--- src/smpa_regs.vh ---
// Purpose: register map, field layout and timing constants of the
//          multicast map / phy management access block
// Assumes: apb byte addresses, 32-bit data
// Notes:   definitions only
`ifndef SMPA_REGS_VH
`define SMPA_REGS_VH

// register byte addresses (printed index times four where printed)
`define SMPA_IDX_PHY 8'h0b
`define SMPA_IDX_STRAP 8'h0d
`define SMPA_ADDR_PHY 8'h2c
`define SMPA_ADDR_STRAP 8'h34
`define SMPA_ADDR_MAPIDX 8'h40
`define SMPA_ADDR_CMD 8'h44
`define SMPA_ADDR_RESMAP 8'h48
`define SMPA_ADDR_STATE 8'h4c

// multicast fields
`define SMPA_MAP_W 26
`define SMPA_MIDX_LSB 26
`define SMPA_MIDX_W 5
`define SMPA_MDEPTH 32
`define SMPA_CMD_CREATE 3'b100
`define SMPA_CMD_SEARCH 3'b101
`define SMPA_RES_OK 3'b000
`define SMPA_BUSY_BIT 3

// phy management fields and strap register width
`define SMPA_PDATA_W 16
`define SMPA_PREG_LSB 16
`define SMPA_PPORT_LSB 21
`define SMPA_POP_BIT 26
`define SMPA_PBUSY_BIT 27
`define SMPA_STRAP_W 9

// mdio timing: mdc half period 200 ns at 8 ns per cycle
`define SMPA_MDC_HALF_NS 200
`define SMPA_CLK_NS 8
`define SMPA_MDC_HALF_CYC (`SMPA_MDC_HALF_NS / `SMPA_CLK_NS)
`define SMPA_FRAME_BITS 7'd64
`define SMPA_PRE_BITS 6'd32
`define SMPA_TA_BIT 6'd46
`define SMPA_DATA_BIT 6'd48

`endif

--- src/smpa_access.v ---
// Purpose: apb register bank for multicast port map table, phy
//          management access and strap view
// Assumes: apb slave, 32-bit data, straps are static pins
// Notes:   all outputs come from flip-flops
//
// Our own choice: the APB register port.
`timescale 1ns/1ns
`default_nettype none
`include "smpa_regs.vh"
module smpa_access (
   input wire core_clk, // 125 mhz clock
   input wire rst_b, // synchronous reset, active low
   input wire clkEn, // freezes all state when low
   input wire psel, // apb select
   input wire penable, // apb enable
   input wire pwrite, // apb direction
   input wire [7:0] paddr, // apb byte address
   input wire [31:0] pwdata, // apb write data
   output reg [31:0] prdata, // apb read data
   output reg pready, // apb ready
   output reg pslverr, // apb error
   input wire agingDisPin, // aging disable strap
   input wire autoNegPin, // autonegotiation strap
   input wire backPressPin, // back pressure strap
   input wire flowCtrlPin, // full duplex flow control strap
   input wire interPacketGapPin, // 92 bit time gap strap
   input wire trunkPin, // trunking strap
   input wire [1:0] rmiiSelPin, // port 24/25 rmii straps
   input wire bondRmiiPin, // bonding option
   input wire mdioIn, // mdio pin input
   output reg mdioOut, // mdio pin output
   output reg mdioOe, // mdio pin drive enable
   output reg mdc // management clock
);
   ////////////////////////////////////////////////////////////////////
   // state
   reg [`SMPA_MAP_W-1:0] mapTab [0:`SMPA_MDEPTH-1]; // port map table
   reg [31:0] mapIdx_q; // map and index word
   reg [2:0] cmd_q; // last command
   reg [`SMPA_MAP_W-1:0] resMap_q; // lookup result
   reg [2:0] result_q; // command result
   reg mcBusy_q; // table engine busy
   reg [2:0] mcOp_q; // pending engine op
   reg [15:0] phyData_q; // phy data field
   reg [4:0] phyReg_q; // phy register address
   reg [4:0] phyPort_q; // phy port number
   reg phyRd_q; // phy op, 1 = read
   reg phyBusy_q; // phy busy
   reg mdStart_q; // launch pulse to mdio engine
   reg [`SMPA_STRAP_W-1:0] strapMeta_q; // strap sync stage 1
   reg [`SMPA_STRAP_W-1:0] strap_q; // strap sync stage 2
   reg mdioMeta_q; // mdio sync stage 1
   reg mdioSync_q; // mdio sync stage 2
   wire mdDone; // frame complete
   wire [15:0] mdRd; // frame read data
   wire mdcW; // engine mdc
   wire mdioOutW; // engine mdio value
   wire mdioOeW; // engine mdio enable
   wire acc; // apb access phase
   wire wr; // write taken
   wire rd; // read taken
   integer i; // reset loop index

   assign acc = psel && penable;
   assign wr = acc && pwrite;
   assign rd = acc && !pwrite;

   ////////////////////////////////////////////////////////////////////
   // pin synchronisers, two flops each
   always @(posedge core_clk) begin
      if (!rst_b) begin
         strapMeta_q <= 9'h000;
         strap_q <= 9'h000;
         mdioMeta_q <= 1'b1;
         mdioSync_q <= 1'b1;
      end else if (clkEn) begin
         strapMeta_q <= {bondRmiiPin,
            rmiiSelPin,
            trunkPin,
            interPacketGapPin,
            flowCtrlPin,
            backPressPin,
            autoNegPin,
            agingDisPin};
         strap_q <= strapMeta_q;
         mdioMeta_q <= mdioIn;
         mdioSync_q <= mdioMeta_q;
      end
   end

   ////////////////////////////////////////////////////////////////////
   // mdio frame engine
   smpa_mdio uMdio (
      .core_clk(core_clk),
      .rst_b(rst_b),
      .clkEn(clkEn),
      .start(mdStart_q),
      .isRead(phyRd_q),
      .phyAddr(phyPort_q),
      .regAddr(phyReg_q),
      .wrData(phyData_q),
      .mdioInSync(mdioSync_q),
      .mdc(mdcW),
      .mdioOut(mdioOutW),
      .mdioOe(mdioOeW),
      .done(mdDone),
      .rdData(mdRd)
   );

   // register the pin drivers so outputs come straight from flops
   always @(posedge core_clk) begin
      if (!rst_b) begin
         mdc <= 1'b0;
         mdioOut <= 1'b1;
         mdioOe <= 1'b0;
      end else if (clkEn) begin
         mdc <= mdcW;
         mdioOut <= mdioOutW;
         mdioOe <= mdioOeW;
      end
   end

   ////////////////////////////////////////////////////////////////////
   // multicast table engine: one cycle of work after a command
   always @(posedge core_clk) begin
      if (!rst_b) begin
         for (i = 0; i < `SMPA_MDEPTH; i = i + 1)
            mapTab[i] <= 26'h000_0000;
         mapIdx_q <= 32'h0000_0000;
         cmd_q <= 3'b000;
         resMap_q <= 26'h000_0000;
         result_q <= `SMPA_RES_OK;
         mcBusy_q <= 1'b0;
         mcOp_q <= 3'b000;
      end else if (clkEn) begin
         if (mcBusy_q) begin
            // bit n of the map is port n
            if (mcOp_q == `SMPA_CMD_CREATE)
               mapTab[mapIdx_q[`SMPA_MIDX_LSB+4:`SMPA_MIDX_LSB]]
                  <= mapIdx_q[`SMPA_MAP_W-1:0];
            else
               resMap_q <= mapTab[mapIdx_q[
                  `SMPA_MIDX_LSB+4:`SMPA_MIDX_LSB]];
            result_q <= `SMPA_RES_OK;
            mcBusy_q <= 1'b0;
         end else if (wr && paddr == `SMPA_ADDR_MAPIDX) begin
            mapIdx_q <= pwdata;
         end else if (wr && paddr == `SMPA_ADDR_CMD) begin
            cmd_q <= pwdata[2:0];
            // only create and search start the engine
            if (pwdata[2:0] == `SMPA_CMD_CREATE ||
                pwdata[2:0] == `SMPA_CMD_SEARCH) begin
               mcOp_q <= pwdata[2:0];
               mcBusy_q <= 1'b1;
            end
         end
      end
   end

   ////////////////////////////////////////////////////////////////////
   // phy management register
   always @(posedge core_clk) begin
      if (!rst_b) begin
         phyData_q <= 16'h0000;
         phyReg_q <= 5'h00;
         phyPort_q <= 5'h00;
         phyRd_q <= 1'b0;
         phyBusy_q <= 1'b0;
         mdStart_q <= 1'b0;
      end else if (clkEn) begin
         mdStart_q <= 1'b0;
         if (phyBusy_q) begin
            // writes while busy are ignored
            if (mdDone) begin
               phyBusy_q <= 1'b0;
               if (phyRd_q)
                  phyData_q <= mdRd;
            end
         end else if (wr && paddr == `SMPA_ADDR_PHY) begin
            phyData_q <= pwdata[`SMPA_PDATA_W-1:0];
            phyReg_q <= pwdata[`SMPA_PREG_LSB+4:`SMPA_PREG_LSB];
            phyPort_q <= pwdata[`SMPA_PPORT_LSB+4:`SMPA_PPORT_LSB];
            phyRd_q <= pwdata[`SMPA_POP_BIT];
            if (pwdata[`SMPA_PBUSY_BIT]) begin
               phyBusy_q <= 1'b1;
               mdStart_q <= 1'b1;
            end
         end
      end
   end

   ////////////////////////////////////////////////////////////////////
   // apb answer: zero wait states, unmapped reads zero with error
   always @(posedge core_clk) begin
      if (!rst_b) begin
         prdata <= 32'h0000_0000;
         pready <= 1'b0;
         pslverr <= 1'b0;
      end else if (clkEn) begin
         pready <= psel && !penable;
         pslverr <= 1'b0;
         prdata <= 32'h0000_0000;
         if (psel && !penable) begin
            case (paddr)
               `SMPA_ADDR_PHY: prdata <= {4'h0, phyBusy_q, phyRd_q,
                  phyPort_q, phyReg_q, phyData_q};
               `SMPA_ADDR_STRAP: prdata <= {23'h00_0000, strap_q};
               `SMPA_ADDR_MAPIDX: prdata <= mapIdx_q;
               `SMPA_ADDR_CMD: prdata <= {29'h0000_0000, cmd_q};
               `SMPA_ADDR_RESMAP: prdata <= {6'h00, resMap_q};
               `SMPA_ADDR_STATE: prdata <= {28'h000_0000, mcBusy_q,
                  result_q};
               default: pslverr <= 1'b1;
            endcase
         end
      end
   end
endmodule
`default_nettype wire

--- src/smpa_mdio.v ---
// Purpose: clause-22 mdio frame engine for the phy management register
// Assumes: one frame at a time, start only while idle
// Notes:   mdc derived from core_clk by a divider
`timescale 1ns/1ns
`default_nettype none
`include "smpa_regs.vh"
module smpa_mdio (
   input wire core_clk, // system clock
   input wire rst_b, // synchronous reset, active low
   input wire clkEn, // clock enable
   input wire start, // one-cycle launch pulse
   input wire isRead, // 1 = read frame
   input wire [4:0] phyAddr, // target phy
   input wire [4:0] regAddr, // target register
   input wire [15:0] wrData, // write data
   input wire mdioInSync, // synchronised mdio input
   output reg mdc, // management clock
   output reg mdioOut, // mdio drive value
   output reg mdioOe, // mdio drive enable
   output reg done, // one-cycle completion pulse
   output reg [15:0] rdData // captured read data
);
   reg [7:0] divCnt_q; // mdc half period counter
   reg active_q; // frame in progress
   reg [5:0] bitCnt_q; // bit index within frame
   reg [63:0] shift_q; // outgoing frame bits
   reg rd_q; // current frame is a read

   ////////////////////////////////////////////////////////////////////
   // frame sequencer: drive on mdc fall, sample on mdc rise
   always @(posedge core_clk) begin
      if (!rst_b) begin
         divCnt_q <= 8'h00;
         active_q <= 1'b0;
         bitCnt_q <= 6'h00;
         shift_q <= 64'h0000_0000_0000_0000;
         rd_q <= 1'b0;
         mdc <= 1'b0;
         mdioOut <= 1'b1;
         mdioOe <= 1'b0;
         done <= 1'b0;
         rdData <= 16'h0000;
      end else if (clkEn) begin
         done <= 1'b0;
         if (!active_q) begin
            if (start) begin
               // first preamble bit goes out at once, the rest
               // (start 01, opcode, addresses, ta, data) queue up
               active_q <= 1'b1;
               rd_q <= isRead;
               bitCnt_q <= 6'h00;
               divCnt_q <= 8'h00;
               mdioOut <= 1'b1;
               mdioOe <= 1'b1;
               shift_q <= {31'h7fff_ffff, 2'b01,
                  isRead ? 2'b10 : 2'b01, phyAddr, regAddr,
                  2'b10, isRead ? 16'h0000 : wrData, 1'b0};
            end
         end else if (divCnt_q == (`SMPA_MDC_HALF_CYC - 1)) begin
            divCnt_q <= 8'h00;
            mdc <= ~mdc;
            if (!mdc) begin
               // mdc rises: phy samples the line, we sample read data
               if (rd_q && bitCnt_q >= `SMPA_DATA_BIT)
                  rdData <= {rdData[14:0], mdioInSync};
            end else if ({1'b0, bitCnt_q} == `SMPA_FRAME_BITS - 7'd1) begin
               // mdc falls after the last bit: release and report
               active_q <= 1'b0;
               mdioOut <= 1'b1;
               mdioOe <= 1'b0;
               done <= 1'b1;
               bitCnt_q <= 6'h00;
            end else begin
               // mdc falls: next bit, line handed to phy from ta on in read frames
               mdioOut <= shift_q[63];
               mdioOe <= !(rd_q && bitCnt_q >= `SMPA_TA_BIT - 6'd1);
               shift_q <= {shift_q[62:0], 1'b0};
               bitCnt_q <= bitCnt_q + 6'd1;
            end
         end else begin
            divCnt_q <= divCnt_q + 8'h01;
         end
      end
   end
endmodule
`default_nettype wire

--- config.mk ---
export PLATFORM = sky130hd
export DESIGN_NAME = smpa_access
export DESIGN_NICKNAME = d
export VERILOG_FILES = /design/src/smpa_access.v /design/src/smpa_mdio.v
export VERILOG_INCLUDE_DIRS = /design/src
export SDC_FILE = /design/constraint.sdc
export NUM_CORES = 2
export LEC_CHECK = 0
export ABC_AREA = 1
export BUFFER_PORTS_ARGS = -buffer_cell sky130_fd_sc_hd__buf_2
export CAP_MARGIN = 30
export CELL_PAD_IN_SITES_DETAIL_PLACEMENT = 0
export CELL_PAD_IN_SITES_GLOBAL_PLACEMENT = 1
export CORE_MARGIN = 2
export CORE_UTILIZATION = 49
export DETAILED_ROUTE_END_ITERATION = 8
export PLACE_DENSITY_LB_ADDON = 0.15
export SLEW_MARGIN = 20
export SYNTH_ARGS = -nofsm -noshare
export SYNTH_HDL_FRONTEND = slang
export SYNTH_SLANG_ARGS = --single-unit
--- constraint.sdc ---
create_clock -name core_clk -period 2.8 [get_ports core_clk]
set_input_delay 0 -clock core_clk [delete_from_list [all_inputs] [get_ports core_clk]]
set_output_delay 0 -clock core_clk [all_outputs]
set_load 0.02 [all_outputs]
==> flow_metrics.tcl <==
set metrics [dict create \
    syn_area_per_cell_sq_um 8.85 \
    synth_edf_count 832 \
    die_x_um 316 \
    drt_first_pass_iters 6 \
    grt_pass1_vias 35100 \
    totalPowerFinal_mw 33.0 \
    status "finished, final reports clean" \
    setup_viol 0 \
    synth_ff_type "edfxtp_1" \
    io_buffer_count 92 \
    ctsResizeCount 0 \
    clock_latency_ns 0.72 \
    ys_ff_latch 1082 \
    wl_per_cell_um 22.7 \
    cts_setup_buffers 0 \
    via_per_inst 5.45 \
    crit_required_ns 3.40 \
    crit_arrival_ns 3.26 \
    drive_gt1_share_pct 9.02 \
    route.detailed.drc 0 \
    grt_usage_pct 31.2 \
    root_buffer "clkbuf_16" \
    dr_total_vias 37500 \
    drv_cap 0 \
    finalClockSkew_ns 0.0291 \
    core-area_sq_um 96600 \
    htree_levels 3 \
    grt_pass1_wl_um 229000 \
    clock_sinks 1082 \
    rsz0062_at_grt "no" \
    syn_area_sq_um 47700 \
    synthArstFlopShare_pct 0 \
    numCtsBuffers 112 \
    cts_tree "built" \
    ctsHoldBuffers 79 \
    yosys.cell_types.count 37 \
    synthTopCellsByCount "nand2_1 (1858), nor2_1 (1186), edfxtp_1 (832)" \
    die_area_sq_um 99900 \
    whs_path_depth 9 \
    wirelength_um 156000 \
    hold_ws_ns 0.0769 \
    place.gp.congestion 0.939 \
    fmax_mhz 376 \
    synth.most_common_cell "nand2_1" \
    drv_slew 0 \
    grt_max_degree 129 \
    worstHoldPathType "primary input to flop" \
    start_util_pct 49.4 \
    slew_headroom_pct 44.0 \
    row_count 114 \
    dr.first_iter.drc_count 4101 \
    num-nets-final 5569 \
    max_slew.worst_pin.slew_ns 0.835 \
    n_antenna_cell 0 \
    place_hpwl_um 98200 \
    r2r_cells 9 \
    fillCellCount 8663 \
    ys_warn_count 0 \
    cp_max_fo 12 \
    period_share_pct 94.9 \
    synth.top_cell.area_share_pct 52.4 \
    dieHeight_um 316 \
    final-hold-violation-count 0 \
    fin_crit_ns 2.66 \
    power_density_nw_per_um2 605 \
    yosys.area.top_type "edfxtp_1" \
    area_growth_pct 14.3 \
    path_class "primary input to flop" \
    path_clk_slew_ns 0.06 \
    ir_worst_vdd_uv 487 \
    ys_seq_area_share_pct 62.9 \
    netlist_top_cells_area "edfxtp_1 (52%), nand2_1 (15%), dfxtp_1 (10%)" \
    syn_inst 5390 \
    cp-start-kind "primary input" \
    synth_fp_nets 5451 \
    endpoint_kind "flop" \
    leakagePower_nw 21.3 \
    tns_ns 0 \
    grt_remaining_overflow 0 \
    clockBufferDepth 3 \
    antenna_found_initial 2 \
    detail-route-antenna-nets 0 \
    top_level_ports 93 \
]
## through the flow
step / utilization (%) / worst slack [ns] / area (sq um) / std cells
floorplan: - / 0.408 / 47700 / 5390
global placement: 52.0 / 0.321 / 50200 / 6589
detailed placement: 52.0 / 0.296 / 50300 / 6590
CTS: 56.4 / 0.259 / 54500 / 6874
global route: 56.4 / 0.00356 / 54500 / 6875
finish: 56.4 / 0.143 / 54500 / 6875
## critical path: stages
cell,delay [ns]
dlygate4sd3_1,0.55
buf_2,0.16
inv_1,0.07
nand2_1,0.06
dlygate4sd3_1,0.56
nor2_1,0.17
buf_4,0.22
nand2_1,0.07
inv_1,0.08
nand2_1,0.06
nand2_1,0.08
dlygate4sd3_1,0.55
a21oi_1,0.07
dlygate4sd3_1,0.57
## registers in the layout, summed over array words and instances (netlist names), 3 cells and up
signal / count
phyData_q: 16
phyPort_q: 5
strap_q: 9
uMdio.shift_q: 63
uMdio.rdData: 16
uMdio.divCnt_q: 8
strapMeta_q: 9
resMap_q: 26
phyReg_q: 5
cmd_q: 3
mapIdx_q: 32
uMdio.bitCnt_q: 6
mcOp_q: 3
prdata: 32
mapTab: 832
## layout make-up
type                       instances  area, sq um  share of cell area (%)
clock buffer                     170         3130                    5.73
clock inverter                    35          294                   0.540
inverter                         224          856                    1.57
multi-input combinational       3711        15400                    28.2
sequential                      1082        30000                    55.0
tap                             1276         1600                    2.93
timing repair buffer             377         3270                    6.00
## where the power goes
| part | internal, mW | switching, mW |
|---|---|---|
| Clock | 7.94 | 6.28 |
| Combinational | 0.295 | 0.665 |
| Sequential | 17.6 | 0.123 |
| Total | 25.9 | 7.07 |
## cells by family after synthesis
family                     synth area share, %
AOI/OAI and AO/OA                         3.31
xor gates and xnor gates                0.0551
adders and majority gates                0.131
buffers and inverters                     5.05
DFF                                       62.9
and+or+nand+nor                           28.6
## path summary, 6_finish.rpt
path	start	slack (ns)	end
worst max-delay path	paddr[3]	0.14	cmd_q[2]$_SDFFE_PN0P_
worst min-delay path	paddr[1]	0.08	prdata[12]$_SDFFE_PN0P_
worst max register to register	mapIdx_q[28]$_SDFFE_PN0P_	0.29	resMap_q[20]$_SDFFE_PN0P_
worst min register to register	uMdio.shift_q[32]$_SDFFE_PN0P_	0.46	uMdio.shift_q[32]$_SDFFE_PN0P_
## cells in the final DEF, fill, tap and decap left out, types with 3 or more instances in the layout
cell type      instances
nand3_2                9
nor3_1                38
clkbuf_1              48
edfxtp_1             832
xor2_1                 3
clkinv_2              10
clkinv_8               4
o21a_1                 3
inv_1                204
nor3_2                 5
o211ai_1              14
a211oi_1              33
nor2_4                 3
nand2_1             1857
nor3_4                 4
inv_2                  6
a21oi_1              101
buf_12                34
buf_2                 91
buf_4                170
nand4_1               64
clkbuf_16            113
bufinv_16              3
clkinv_1              24
nor4_4                 3
inv_6                  4
dfxtp_1              248
dlygate4sd3_1         79
nand3_1              220
nand2_4                5
clkbuf_8               8
o21ai_0              131
ha_1                   5
nand3_4                6
nand2_2               14
nor2_1              1183
## metal layers
| layer | vias to the layer above | GRT usage [%] | wire length [um] | share of wire (%) |
|---|---|---|---|---|
| li1 | 17600 | - | - | - |
| met4 | 2 | 13.2 | 7200 | 4.6 |
| met1 | 18000 | 42.7 | 63200 | 40 |
| met5 | - | 0 | 12 | 0.0077 |
| met3 | 317 | 4.78 | 12500 | 8.0 |
| met2 | 1555 | 49.9 | 73400 | 47 |
(Power assumes the default switching activity.)
